`config.mk`:
```
export PLATFORM = sky130hd
export DESIGN_NAME = snl_link
export DESIGN_NICKNAME = d
export VERILOG_FILES = /design/src/snl_pkg.sv /design/src/snl_bit_timer.sv /design/src/snl_link.sv
export SDC_FILE = /design/constraint.sdc
export NUM_CORES = 1
export LEC_CHECK = 0
export ABC_AREA = 0
export BUFFER_PORTS_ARGS = -buffer_cell sky130_fd_sc_hd__buf_2
export CORE_MARGIN = 5
export CORE_UTILIZATION = 30
export DETAILED_ROUTE_END_ITERATION = 16
export SLEW_MARGIN = 10
export SYNTH_ARGS = -nofsm -noshare
export SYNTH_HDL_FRONTEND = slang
export SYNTH_SLANG_ARGS = --single-unit
```
`constraint.sdc`:
```
create_clock -name CLK -period 2 [get_ports CLK]
set_input_delay 0.1 -clock CLK [delete_from_list [all_inputs] [get_ports CLK]]
set_output_delay 0.1 -clock CLK [all_outputs]
set_load 0.005 [all_outputs]
```
`src/snl_pkg.sv`:
```
// Package with constants and types for the single pin serial byte link.
package snl_pkg;

  localparam int unsigned CLK_PERIOD_NS = 10;
  localparam int unsigned BIT_CYCLES = 256;
  localparam int unsigned DATA_BITS = 8;
  localparam int unsigned HALF_BIT_CYCLES = BIT_CYCLES / 2;

  localparam logic [3:0] ADDR_CTRL = 4'h0;
  localparam logic [3:0] ADDR_STATUS = 4'h1;
  localparam logic [3:0] ADDR_TX_DATA = 4'h2;
  localparam logic [3:0] ADDR_RX_DATA = 4'h3;
  localparam logic [3:0] ADDR_IRQ_STAT = 4'h4;
  localparam logic [3:0] ADDR_IRQ_MASK = 4'h5;

  localparam int unsigned CTRL_RX_GO = 0;
  localparam int unsigned CTRL_TX_GO = 1;
  localparam int unsigned CTRL_RX_CANCEL = 2;

  localparam int unsigned ST_RX_BUSY = 0;
  localparam int unsigned ST_TX_BUSY = 1;
  localparam int unsigned ST_STOP_OK = 2;
  localparam int unsigned ST_LINE = 3;

  localparam int unsigned IRQ_RX_DONE = 0;
  localparam int unsigned IRQ_FRAME_ERR = 1;
  localparam int unsigned IRQ_TX_DONE = 2;
  localparam int unsigned IRQ_BITS = 3;

  localparam logic [7:0] RESET_BYTE = 8'h00;
  localparam logic [IRQ_BITS-1:0] RESET_IRQ = 3'h0;

  typedef struct packed {
    logic [3:0] addr;
    logic [7:0] wdata;
    logic       wr;
    logic       rd;
  } snl_bus_s;

  typedef struct packed {
    logic [7:0] data;
    logic       stop_ok;
  } snl_rx_result_s;

endpackage

```
`src/snl_bit_timer.sv`:
```
// Bit period timer that marks mid-bit and end-of-bit moments.
`timescale 1ns/100ps
`default_nettype none

module snl_bit_timer
  import snl_pkg::*;
#(
  parameter int unsigned PERIOD = BIT_CYCLES
)
(
  input  wire logic CLK,
  input  wire logic RST_B,
  input  wire logic run,
  output logic      mid_tick,
  output logic      end_tick
);

  localparam int unsigned W = $clog2(PERIOD);
  localparam logic [W-1:0] LAST = W'(PERIOD - 1);
  localparam logic [W-1:0] MID = W'(PERIOD / 2 - 1);

  logic [W-1:0] count;

  always_ff @(posedge CLK or negedge RST_B)
  begin
    if (!RST_B)
      count <= '0;
    else if (!run || count == LAST)
      count <= '0;
    else
      count <= count + W'(1);
  end

  assign mid_tick = run && count == MID;
  assign end_tick = run && count == LAST;

endmodule

`default_nettype wire

```
`src/snl_link.sv`:
```
// Single pin serial byte link with register port and interrupt.
//
// Functional notes
// RULE_01 - Every bit on the line lasts 256 clock cycles.
// RULE_02 - Reception uses the same NRZ framing and bit rate as the monitor link.
// RULE_03 - A requested receive waits for a low start bit, then takes a whole character.
// RULE_04 - A line that is not high at the stop bit position is a framing error.
// RULE_05 - The stop flag is set on a good stop bit and cleared on a framing error.
// RULE_06 - The assembled byte is handed to software when the character completes.
// RULE_07 - The board pulls the line up so it idles high when nobody drives it low.
// RULE_08 - The pin rests as an input with a zero output latch, and data is loaded before a send.
// RULE_09 - Transmission uses the same framing and bit rate as reception.
// RULE_10 - Neither path services the watchdog or blocks interrupts during a character.
// RULE_11 - Software should hold off its own interrupts while a character is received.
// RULE_12 - A character is one low start bit, eight data bits LSB first and one high stop bit.
// RULE_13 - A low bit turns the pin to output with the zero latch; a high bit releases it.
//
// Chosen here: strobed register access and the register offsets.
`timescale 1ns/100ps
`default_nettype none

module snl_link
  import snl_pkg::*;
#(
  parameter int unsigned BIT_PERIOD = BIT_CYCLES
)
(
  input  wire logic       CLK,
  input  wire logic       RST_B,
  input  wire logic [3:0] ADDR,
  input  wire logic [7:0] WDATA,
  input  wire logic       WR,
  input  wire logic       RD,
  output logic      [7:0] RDATA,
  input  wire logic       LINE_IN,
  output logic            LINE_OUT,
  output logic            LINE_OE,
  output logic            IRQ
);

  typedef enum logic [1:0] {RX_IDLE, RX_START, RX_DATA, RX_STOP} snl_rx_e;
  typedef enum logic [1:0] {TX_IDLE, TX_START, TX_DATA, TX_STOP} snl_tx_e;

  snl_bus_s bus;
  assign bus = '{addr: ADDR, wdata: WDATA, wr: WR, rd: RD};

  logic line_meta;
  logic line_sync;
  snl_rx_e rx_state;
  snl_tx_e tx_state;
  logic [2:0] rx_bit;
  logic [2:0] tx_bit;
  logic [7:0] rx_shift;
  logic [7:0] tx_shift;
  logic [7:0] tx_data;
  snl_rx_result_s rx_result;
  logic [IRQ_BITS-1:0] irq_stat;
  logic [IRQ_BITS-1:0] irq_mask;
  logic [IRQ_BITS-1:0] irq_event;
  logic rx_mid;
  logic rx_end;
  logic tx_mid;
  logic tx_end;
  logic rx_run;
  logic tx_run;
  logic rx_go;
  logic tx_go;
  logic rx_cancel;
  logic rx_done;
  logic tx_done;
  logic tx_low;
  logic rx_armed;

  assign rx_go = bus.wr && bus.addr == ADDR_CTRL && bus.wdata[CTRL_RX_GO];
  assign tx_go = bus.wr && bus.addr == ADDR_CTRL && bus.wdata[CTRL_TX_GO];
  assign rx_cancel = bus.wr && bus.addr == ADDR_CTRL && bus.wdata[CTRL_RX_CANCEL];

  // RULE_02 NRZ line sampling.
  // The line comes from the pin, so it is resynchronised before use.
  always_ff @(posedge CLK or negedge RST_B)
  begin
    if (!RST_B)
    begin
      line_meta <= 1'b1;
      line_sync <= 1'b1;
    end
    else
    begin
      line_meta <= LINE_IN;
      line_sync <= line_meta;
    end
  end

  // RULE_01 bit timing.
  snl_bit_timer #(.PERIOD(BIT_PERIOD)) u_rx_timer
  (
    .CLK      (CLK),
    .RST_B    (RST_B),
    .run      (rx_run),
    .mid_tick (rx_mid),
    .end_tick (rx_end)
  );

  // RULE_09 same rate out.
  snl_bit_timer #(.PERIOD(BIT_PERIOD)) u_tx_timer
  (
    .CLK      (CLK),
    .RST_B    (RST_B),
    .run      (tx_run),
    .mid_tick (tx_mid),
    .end_tick (tx_end)
  );

  // The receive timer starts on the start edge, so the sample at mid-bit sits centred.
  assign rx_run = rx_state != RX_IDLE;
  assign tx_run = tx_state != TX_IDLE;

  // RULE_03 wait for start.
  always_ff @(posedge CLK or negedge RST_B)
  begin
    if (!RST_B)
      rx_state <= RX_IDLE;
    else if (rx_cancel)
      rx_state <= RX_IDLE;
    else
    begin
      unique case (rx_state)
        RX_IDLE:
          if (rx_go || rx_armed)
            rx_state <= line_sync ? RX_IDLE : RX_START;
        RX_START:
          if (rx_mid && line_sync)
            rx_state <= RX_IDLE;
          else if (rx_end)
            rx_state <= RX_DATA;
        RX_DATA:
          if (rx_end && rx_bit == 3'h7)
            rx_state <= RX_STOP;
        RX_STOP:
          if (rx_mid)
            rx_state <= RX_IDLE;
      endcase
    end
  end

  // A receive request stays armed until a character finishes or is cancelled.
  always_ff @(posedge CLK or negedge RST_B)
  begin
    if (!RST_B)
      rx_armed <= 1'b0;
    else if (rx_cancel || rx_done)
      rx_armed <= 1'b0;
    else if (rx_go)
      rx_armed <= 1'b1;
  end

  // RULE_12 data LSB first.
  always_ff @(posedge CLK or negedge RST_B)
  begin
    if (!RST_B)
    begin
      rx_bit <= 3'h0;
      rx_shift <= RESET_BYTE;
    end
    else if (rx_state == RX_DATA && rx_mid)
      rx_shift <= {line_sync, rx_shift[7:1]};
    else if (rx_state == RX_DATA && rx_end)
      rx_bit <= rx_bit + 3'h1;
    else if (rx_state != RX_DATA)
      rx_bit <= 3'h0;
  end

  assign rx_done = rx_state == RX_STOP && rx_mid;

  // RULE_04 stop check.
  // RULE_05 stop flag.
  // RULE_06 deliver byte.
  always_ff @(posedge CLK or negedge RST_B)
  begin
    if (!RST_B)
      rx_result <= '{data: RESET_BYTE, stop_ok: 1'b0};
    else if (rx_done)
      rx_result <= '{data: rx_shift, stop_ok: line_sync};
  end

  // RULE_08 data loaded first.
  always_ff @(posedge CLK or negedge RST_B)
  begin
    if (!RST_B)
      tx_data <= RESET_BYTE;
    else if (bus.wr && bus.addr == ADDR_TX_DATA)
      tx_data <= bus.wdata;
  end

  // RULE_12 framing out.
  always_ff @(posedge CLK or negedge RST_B)
  begin
    if (!RST_B)
    begin
      tx_state <= TX_IDLE;
      tx_bit <= 3'h0;
      tx_shift <= RESET_BYTE;
    end
    else
    begin
      unique case (tx_state)
        TX_IDLE:
          if (tx_go)
          begin
            tx_state <= TX_START;
            tx_shift <= tx_data;
            tx_bit <= 3'h0;
          end
        TX_START:
          if (tx_end)
            tx_state <= TX_DATA;
        TX_DATA:
          if (tx_end)
          begin
            tx_shift <= {1'b0, tx_shift[7:1]};
            tx_bit <= tx_bit + 3'h1;
            if (tx_bit == 3'h7)
              tx_state <= TX_STOP;
          end
        TX_STOP:
          if (tx_end)
            tx_state <= TX_IDLE;
      endcase
    end
  end

  assign tx_done = tx_state == TX_STOP && tx_end;
  assign tx_low = tx_state == TX_START || (tx_state == TX_DATA && !tx_shift[0]);

  // RULE_08 zero latch rest.
  // RULE_13 open drain drive.
  always_ff @(posedge CLK or negedge RST_B)
  begin
    if (!RST_B)
      LINE_OE <= 1'b0;
    else
      LINE_OE <= tx_low;
  end

  // The output latch is held at zero so enabling the driver can only pull low.
  assign LINE_OUT = 1'b0;

  // RULE_10 no interrupt gating.
  assign irq_event = {tx_done, rx_done && !line_sync, rx_done};

  // Set wins over write-one-to-clear so no event is lost.
  always_ff @(posedge CLK or negedge RST_B)
  begin
    if (!RST_B)
      irq_stat <= RESET_IRQ;
    else if (bus.wr && bus.addr == ADDR_IRQ_STAT)
      irq_stat <= (irq_stat & ~bus.wdata[IRQ_BITS-1:0]) | irq_event;
    else
      irq_stat <= irq_stat | irq_event;
  end

  always_ff @(posedge CLK or negedge RST_B)
  begin
    if (!RST_B)
      irq_mask <= RESET_IRQ;
    else if (bus.wr && bus.addr == ADDR_IRQ_MASK)
      irq_mask <= bus.wdata[IRQ_BITS-1:0];
  end

  assign IRQ = |(irq_stat & irq_mask);

  // Unmapped addresses read as zero.
  always_ff @(posedge CLK or negedge RST_B)
  begin
    if (!RST_B)
      RDATA <= 8'h00;
    else if (bus.rd)
    begin
      unique case (bus.addr)
        ADDR_CTRL:
          RDATA <= {7'h00, rx_armed};
        ADDR_STATUS:
          RDATA <= {4'h0, line_sync, rx_result.stop_ok, tx_run, rx_run || rx_armed};
        ADDR_TX_DATA:
          RDATA <= tx_data;
        ADDR_RX_DATA:
          RDATA <= rx_result.data;
        ADDR_IRQ_STAT:
          RDATA <= {5'h00, irq_stat};
        ADDR_IRQ_MASK:
          RDATA <= {5'h00, irq_mask};
        default:
          RDATA <= 8'h00;
      endcase
    end
    else
      RDATA <= 8'h00;
  end

endmodule

`default_nettype wire

```
* After elaboration in Yosys (flattened, before gate mapping)
Index checks and enable logic that the tools add are counted.
** Word-level totals
- Flip-flop bits (word level) :: 77
- Output and inout port bits :: 11
- Input bits :: 17
- Logic and storage cells :: 124
** Operators by class
- Reductions and logical operators :: 41
- Add/subtract/negate cells :: 4
- Bitwise logic cells :: 6
- Muxes and demuxes :: 29
- Eq/ne operators :: 26
** Operators by type and width (number)
- $pmux W8 S6 :: 1
- $mux W8 :: 5
- $mux W2 :: 11
- $logic_and A1 B1 Y1 :: 18
- $add A8 B1 Y8 const B :: 2
- $eq A8 B8 Y1 const B :: 2
- $pmux W2 S4 :: 2
- $pmux W8 S2 :: 1
- $mux W3 :: 5
- $ne A2 B2 Y1 const B :: 6
- $reduce_bool A2 Y1 :: 5
- $ne A3 B3 Y1 const B :: 3
- $eq A2 B2 Y1 const B :: 4
- $eq A4 B2 Y1 const B :: 2
- $eq A4 B3 Y1 const B :: 2
- $eq A8 B7 Y1 const B :: 1
- $add A3 B1 Y3 const B :: 2
- $and A3 B3 Y3 :: 2
- $eq A3 B3 Y1 const B :: 2
- $logic_or A1 B1 Y1 :: 6
- $or A3 B3 Y3 :: 2
- $pmux W3 S2 :: 1
- $reduce_and A5 Y1 :: 1
- $eq A2 B1 Y1 const B :: 2
- 12 further kinds :: 18

* Longest topological paths before layout
Gate-level depths: netlist of run 1.
- Depth in word-level cells :: 7
- Gate-level depth with buffers :: 7
- Gate-level depth less buffers :: 6

* By module
From an unflattened synthesis of run 1, not the netlist that was laid out.
** Second synthesis, totals
- Cell total of the unflattened synthesis :: 321
- Area total of the unflattened synthesis :: 3622.2 um2
** By module, submodules not included
- snl_link :: cells each 245, seq. area each 1529.0 um2, area each 2869.0 um2, instances 1
- snl_bit_timer :: cells each 38, seq. area each 200.2 um2, area each 376.6 um2, instances 2

* Worst setup path before layout of run 1
OpenSTA, ideal clock, no wires.
- Kind :: register to register
- Start :: register u_rx_timer.count[0]
- End :: register rx_result[1] (netlist name)
- Data arrival time :: 1.637 ns
- Data required time :: 1.875 ns
- Path slack :: 0.238 ns
- Stages on the path, launching flop included :: 8
- Setup time :: 0.125 ns
- Path through :: dfrtp_1 -> ha_1 -> and3_1 -> buf_2 -> nand2_2 -> nor3_2 -> buf_4 -> mux2_2
** On the way
- Word-level cells in the longest chain between the ends :: 3
** Ends and longest elaborated chain
- from (decl) :: line snl_bit_timer.sv:22 : logic [W-1:0] count;
- from (signal assigned) :: line snl_bit_timer.sv:31 : count <= count + W'(1);
- $eq A8 B7 Y1 :: line snl_bit_timer.sv:34 : assign mid_tick = run && count == MID;
- $logic_and A1 B1 Y1 :: line snl_bit_timer.sv:34
- $logic_and A1 B1 Y1 :: line snl_link.sv:173 : assign rx_done = rx_state == RX_STOP && rx_mid;
- to (signal assigned) :: line snl_link.sv:181 : rx_result <= '{data: RESET_BYTE, stop_ok: 1'b0};
- to (signal assigned) :: line snl_link.sv:183 : rx_result <= '{data: rx_shift, stop_ok: line_sync};
- to (decl) :: line snl_link.sv:56 : snl_rx_result_s rx_result;
Every way passes these cells.
A chain may end at the register's enable or synchronous reset.

* Final worst setup path of run 1
- Start :: register tx_state[0]
- End :: register tx_state[1]
** On the way
- Word-level cells in the longest chain between the ends :: 4
- Elaborated cells on any way between the ends :: 13
** Ends and longest elaborated chain
- from (decl) :: line snl_link.sv:50 : snl_tx_e tx_state;
- from (signal assigned) :: line snl_link.sv:200 : tx_state <= TX_IDLE;
- from (signal assigned) :: line snl_link.sv:210 : tx_state <= TX_START;
- from (signal assigned) :: line snl_link.sv:216 : tx_state <= TX_DATA;
- $reduce_bool A2 Y1 :: line snl_link.sv:116 : assign tx_run = tx_state != TX_IDLE;
- $logic_and A1 B1 Y1 :: line snl_bit_timer.sv:35 : assign end_tick = run && count == LAST;
- $ne A2 B2 Y1 (no source line)
- $reduce_and A5 Y1 (no source line)
Several ways; a longest one is shown, not always the timed one.

==> run metrics, run 1 <==
status=finished, final reports clean; Final Wtd Congestion=~0.73; Post-Syn Instances=just over 300; CTS H-Tree Depth=3; Layout area overhead=19.1%; Post-DRT Antenna Nets=0; initial core utilization=0.305; mean post-synth cell area=around 12 µm²; leading area contributor after synthesis=dfrtp_1; final WL=between 7 and 8 mm; initial antenna violation count=1; area of the core=roughly 12,000 µm²; final hold vios=0; commonest non-fill, non-tap cell in the layout=dfrtp_1; crit path DAT=1.98 ns; total grt overflow=0; CP Cell Sequence=inv_1, ha_1, inv_1, a41o_1, nand3_1, mux2_2; clock-pin transition on the worst setup and hold timing paths=0.05 ns; number of vias per cell=4.93; commonest non-fill, non-tap cells in the layout=75 x dfrtp_1, 32 x mux2i_1, 31 x nor2_1, 29 x mux2_2, 25 x buf_2; share of cells above drive strength 1=0.265; Worst Path Required=2.21 ns; CTS-repair resized insts=0; DIE WIDTH=~120 µm; critical path's top delay family=flip-flops; Vias=approximately 2,400; GRT Util Overall=0.108; first-pass GRT wire length=~13 mm; TritonCTS clock tree=done; Max Clock Freq=between 0.5 and 0.6 GHz; die extent in y=approximately 120 µm; register area share after synthesis=0.530; Slew headroom=0.605; Num CTS Buffers=9; vias in the first global route=2,526; Clock Skews=~0.0088 ns; hold worst-path end=tx_data[4]; reg-to-reg startpoint=tx_state[0]; HP Start=WDATA[4]; fin nets=370; power density cells=between 800 and 900 nW/µm²; fill count=between 1,000 and 1,500; max cap viols=0; reg2reg path depth=6; Site Rows=40; setup TNS=0 ns; critical path fanouts, max=7; WHS Path Cells=2; DRC violations left=0; FF-to-FF End=tx_state[1]; Period minus WS final=between 1.5 and 2 ns; Slew Limit Fails=0; drt wl/cell=roughly 15 µm; Reg2Reg Setup Slack=between 0.2 and 0.25 ns; Worst Hold Class=in2reg; DR pass1 iterations=6; Power, Total=0.00383 W; die footprint=about 14,000 µm²; # setup viols final=0; diodes inserted=0; crit start category=flip-flop; RSZ-0062 raised after global routing=false; DR iter-0 viols=about 120; PortBufs=26; crit path kind=reg2reg; I/O pin count=28; Mapped Area=3640 µm²; P_leak=between 2 and 2.5 nW; share of the synthesized area in the top cell type=0.515; root buffer cell=clkbuf_16; most used cell along the critical path=inv_1; Slowest cell on crit path=dfrtp_1; Slew @ Worst Pin=0.586 ns; Max clock buf depth=2; VDD IR max=approximately 0.53 mV; top cells by area, synth=dfrtp_1 52%, mux2_2 9.0%, mux2i_1 8.8%, ha_1 3.8%, nor2_1 3.2%; synth unique cells=46; pre-CTS WS=between 0.2 and 0.3 ns; CTS Sinks=77; setup ws final=0.229 ns; Final HPWL DP=just over 5 mm; Synth Net Count=331; largest net degree at the start of global routing=40; yosys warns=0; later-pin clock latency in the skew report=roughly 0.33 ns; CP bufs+invs=2; period utilization=0.886; Yosys reg bits=77; crit path capture type=flip-flop; CP peak stage delay=0.40 ns
## how the worst max path moves through the flow
stage                              from            to  cells after the start
floorplan           u_rx_timer.count[0]  rx_result[1]                      7
global placement            tx_state[0]   tx_state[1]                      6
detailed placement          tx_state[0]   tx_state[1]                      6
CTS                         tx_state[0]   tx_state[1]                      6
global route                tx_state[0]   tx_shift[2]                      6
finish                      tx_state[0]   tx_state[1]                      6
## where the power goes
part / internal, W / switching (W)
Combinational: 0.000172 / 0.000201
Clock: 0.00104 / 0.000627
Sequential: 0.00168 / 0.000108
## metrics by stage
step / area [µm²] / cells / hold slack, ns / utilization
after floorplan: 3640 / 303 / -0.196 / -
after global placement: 3980 / 473 / 0.109 / 0.332
after detailed placement: 3980 / 473 / 0.110 / 0.332
after CTS: 4340 / 494 / 0.00328 / 0.363
after global routing: 4340 / 494 / 0.00504 / 0.363
final: 4340 / 494 / 0.0115 / 0.363
## synth_stat cells (all sizes together)
cell type	n
a21o	2
a21oi	4
a222oi	3
a22o	3
a22oi	6
a311oi	1
a31oi	1
a32oi	2
a41o	1
and3	6
and4	1
and4b	1
buf	7
clkbuf	7
conb	1
dfrtp	75
dfstp	2
ha	11
inv	8
mux2	29
mux2i	32
nand2	17
nand2b	3
nand3	9
nand3b	1
nand4	3
nor2	31
nor3	6
nor4	1
nor4b	1
o211a	1
o21a	1
o21ai	7
o21bai	1
o22ai	4
or3	2
xnor2	3
xor2	9
## state kept, by name, summed over array words and instances (netlist names), 2 cells and up
signal,flops
tx_data,8
rx_shift,8
rx_bit,3
irq_stat,3
irq_mask,3
rx_result,9
tx_state,2
u_tx_timer.count,8
RDATA,8
u_rx_timer.count,8
rx_state,2
tx_shift,8
tx_bit,3
## logic make-up after synthesis
logic type               Yosys count  synth area share
AO/OA/AOI/OAI                     37            0.0725
XOR/XNOR                          12            0.0288
adder cells (fa/ha/maj)           11            0.0378
buffers and inverters             22            0.0299
flip-flops                        77             0.530
multiplexers                      61             0.178
other                              1           0.00103
AND/OR/NAND/NOR                   82             0.123
## repair_timing
item	4_1_cts	5_1_grt
hold endpoints to repair	41	0
buffers inserted	0	0
endpoints found under the setup margin	0	0
hold buffers	5	0
## worst register-to-register path: cells and delay by family (launching register included)
kind | cells | cell delay (ns)
buffers and inverters | 2 | 0.26
adder cells (fa/ha/maj) | 1 | 0.33
AND/OR/NAND/NOR | 1 | 0.10
AO/OA/AOI/OAI | 1 | 0.23
multiplexers | 1 | 0.34
flip-flops | 1 | 0.40
## cell type report
cell class                 count  area, µm²  area share
sequential                    77       1930       0.445
multi-input combinational    204       1610       0.370
timing repair buffer          42        278      0.0640
clock buffer                  12        256      0.0591
tap                          147        184      0.0424
clock inverter                 4       55.1      0.0127
inverter                       8       30.0     0.00692
## layer usage
layer,share of wire,vias to the layer above,global-route usage
li1,-,1156,-
met4,0.0080,2,0.0322
met1,0.48,1225,0.140
met2,0.48,44,0.174
met3,0.032,9,0.0327
met5,0.0018,-,0
(Power assumes the default switching activity.)
==> inputs of run 2 (changes only) <==
--- a/config.mk
+++ b/config.mk
@@ -5,11 +5,11 @@
 export SDC_FILE = /design/constraint.sdc
 export NUM_CORES = 1
 export LEC_CHECK = 0
-export ABC_AREA = 0
-export BUFFER_PORTS_ARGS = -buffer_cell sky130_fd_sc_hd__buf_2
+export ABC_AREA = 1
 export CORE_MARGIN = 5
 export CORE_UTILIZATION = 30
 export DETAILED_ROUTE_END_ITERATION = 16
+export DONT_BUFFER_PORTS = 1
 export SLEW_MARGIN = 10
 export SYNTH_ARGS = -nofsm -noshare
 export SYNTH_HDL_FRONTEND = slang
==> run 2 against run 1 <==
Effect of this change:
- flip-flop and latch count is the same
- via count increased by 8.0%
- sequential power grew 10%
- first-iteration DRC count rose by 110%
- clock skew is 0.0045 ns lower
- register-to-register slack improved by 0.13 ns
- final cell count rose by 18%
- sequential share of layout area increased by 0.56 points
- worst setup slack improved by 0.13 ns
- cell area is 1.2% lower
- clock power grew 11%
- critical path type unchanged
- largest cell class unchanged
- largest power group unchanged
==> run metrics, run 2 <==
count leader, synth=nand2_1; EDFF count, synth=0 (unchanged); first-pass GRT wire length=12.7 mm (+1.9%); CP Cell Sequence=ha_1, nand3_1, nor2_2, nand2_2, nor2_8, mux2_1; TritonCTS clock tree=done; Yosys reg bits=77 (unchanged); I/O pin count=28 (unchanged); Setup crit end=rx_shift[3]; period utilization=0.823 (-0.0630); GRT Util Overall=0.110 (+0.00233); RSZ-0062 raised after global routing=false; max cap viols=0 (unchanged); vias in the first global route=2,655 (+5.1%); top cells by area, synth=dfrtp_1 51%, nand2_1 12%, inv_1 4.1%, ha_1 3.8%, nor2_1 3.7%; clock-pin transition on the worst setup and hold timing paths=0.06 ns (about the same); yosys warns=0 (unchanged); initial antenna violation count=0 (-1); VDD IR max=0.810 mV (+52%); PortBufs=0 (-100%); Post-DRT Antenna Nets=0 (unchanged); CTS Sinks=77 (unchanged); DRC violations left=0 (unchanged); Slew Limit Fails=0 (unchanged); Worst Hold Class=in2reg; reg2reg path depth=6 (unchanged); later-pin clock latency in the skew report=0.34 ns (about the same); Largest Register=rx_result; Final HPWL DP=5.24 mm (+1.2%); fin nets=457 (+24%); Slowest cell on crit path=dfrtp_1; Clock Skews=0.00428 ns (-0.00451 ns); predominant post-synthesis flop cell=dfrtp_1; worst hold slack=0.00235 ns (-0.00912 ns); Period minus WS final=1.65 ns (-0.126 ns); Max Clock Freq=0.608 GHz (+7.7%); DR iter-0 viols=257 (+110%); FF-to-FF End=rx_shift[3]; Reg2Reg Setup Slack=0.35 ns (+0.13 ns); Synth Net Count=438 (+32%); drt wl/cell=12.6 µm (-14%); commonest non-fill, non-tap cell in the layout=nand2_1; CP bufs+invs=0 (-2); Post-CTS Setup Repair Bufs=0 (unchanged); reg-to-reg startpoint=u_rx_timer.count[0]; share of cells above drive strength 1=0.104 (-0.161); synth unique cells=41 (-11%); share of the synthesized area in the top cell type=0.514 (-0.00141); CTS H-Tree Depth=3 (unchanged); P_leak=2.14 nW (+4.4%); DIE WIDTH=120 µm (+0.12%); mean post-synth cell area=8.91 µm² (-26%); Max clock buf depth=2 (unchanged); Vias=2,631 (+8.0%); Setup crit start=u_rx_timer.count[0]; largest net degree at the start of global routing=78 (+95%); Async SR Flop Fraction=1.00 (unchanged); die extent in y=120 µm (+0.12%); CP peak stage delay=0.37 ns (-0.03 ns); final hold vios=0 (unchanged); number of vias per cell=4.53 (-8.2%); critical path's top delay family=simple AND/OR/NAND/NOR gates; root buffer cell=clkbuf_16; setup TNS=0 ns (unchanged); initial core utilization=0.305 (+0.000837); final WL=7.31 mm (+1.2%); Mapped Area=3650 µm² (+0.27%); Crit. path cell count=6 (unchanged); Site Rows=40 (unchanged); leading area contributor after synthesis=dfrtp_1; area of the core=12,000 µm² (unchanged); total grt overflow=0 (unchanged); max reg flops=9 (unchanged); top post-synthesis cells by count=116 x nand2_1, 75 x dfrtp_1, 40 x inv_1, 36 x nor2_1, 26 x nand3_1; Post-Syn Instances=410 (+35%); register area share after synthesis=0.528 (-0.00145); crit path DAT=1.86 ns (-0.12 ns); CTS-repair resized insts=0 (unchanged); critical path fanouts, max=10 (+3); status=finished, final reports clean; diodes inserted=0 (unchanged); Num CTS Buffers=9 (unchanged); Layout area overhead=17.3%; Worst Path Required=2.22 ns (about the same); power density cells=1120 nW/µm² (+27%); DR pass1 iterations=4 (-2); hold buffer count at CTS=12 (+7); crit start category=flip-flop; commonest non-fill, non-tap cells in the layout=116 x nand2_1, 75 x dfrtp_1, 40 x inv_1, 36 x nor2_1, 26 x nand3_1; crit path capture type=flip-flop; crit path kind=reg2reg; # setup viols final=0 (unchanged); Final Wtd Congestion=0.855 (+17%); die footprint=14,500 µm² (+0.25%)
-- run 2: changes by cell type after synthesis, moves of 6 or more --
cell      change
a21oi_1      +12
a22oi_1       -6
clkbuf_1      -6
inv_1        +32
mux2_1       +10
mux2_2       -29
mux2i_1      -32
nand2_1     +101
nand3_1      +17
o21ai_0       +8
o21ai_2       +6
xor2_1        -7
-- run 2: cell type report --
| type | instances | area, µm² |
|---|---|---|
| clock inverter | 6 | 111 |
| sequential | 77 | 1930 |
| clock buffer | 10 | 229 |
| multi-input combinational | 282 | 1510 |
| tap | 147 | 184 |
| fill | 1202 | 7680 |
| inverter | 45 | 169 |
| timing repair buffer | 14 | 153 |
-- run 2: report_power, final --
group	switching, W	internal [W]	leakage [nW]	total [W]
registers	0.000176	0.00179	1.02	0.00197
logic	0.000643	0.000347	0.959	0.000991
clock network	0.000631	0.00122	0.163	0.00185
-- run 2: stage by stage --
step | total power (W) | instance area, µm² | worst slack, ns | util | instances
after floorplan | 0.00271 | 3650 | 0.482 | - | 410
after global placement | 0.00290 | 3810 | 0.401 | 0.318 | 553
after detailed placement | 0.00293 | 3810 | 0.346 | 0.318 | 553
after CTS | 0.00486 | 4280 | 0.337 | 0.358 | 581
after global routing | 0.00512 | 4280 | 0.190 | 0.358 | 581
final | 0.00480 | 4280 | 0.355 | 0.358 | 581
-- run 2: worst min path at each step --
stage | start | to | slack (ns) | cells after the start
after detailed placement | RST_B | u_tx_timer.count[3] | -0.19 | 0
after floorplan | RST_B | LINE_OE | -0.20 | 0
after global routing | WDATA[1] | irq_mask[1] | 0.02 | 2
after CTS | WDATA[1] | tx_data[1] | 0.004 | 2
final | WDATA[1] | irq_mask[1] | 0.002 | 2
after global placement | RST_B | u_tx_timer.count[3] | -0.19 | 0
-- run 2: kinds of logic (layout without fill, tap and decap cells) --
kind of cell	count (synthesis)	in the layout	synth area share
compound gates	51	51	0.0825
other cells	1	1	0.00103
flops	77	77	0.528
fa+ha+maj	11	11	0.0377
buf+inv	51	75	0.0589
xor+xnor	4	4	0.00959
mux	10	10	0.0308
simple gates	205	205	0.251
-- run 2: per-layer routing --
metal,vias to the layer above,share of wire,wire (µm),GRT usage
met5,-,0,0,0
met4,0,0.0099,72,0.0290
met3,7,0.048,352,0.0407
met2,28,0.51,3710,0.188
met1,1239,0.43,3180,0.131
li1,1357,-,-,-
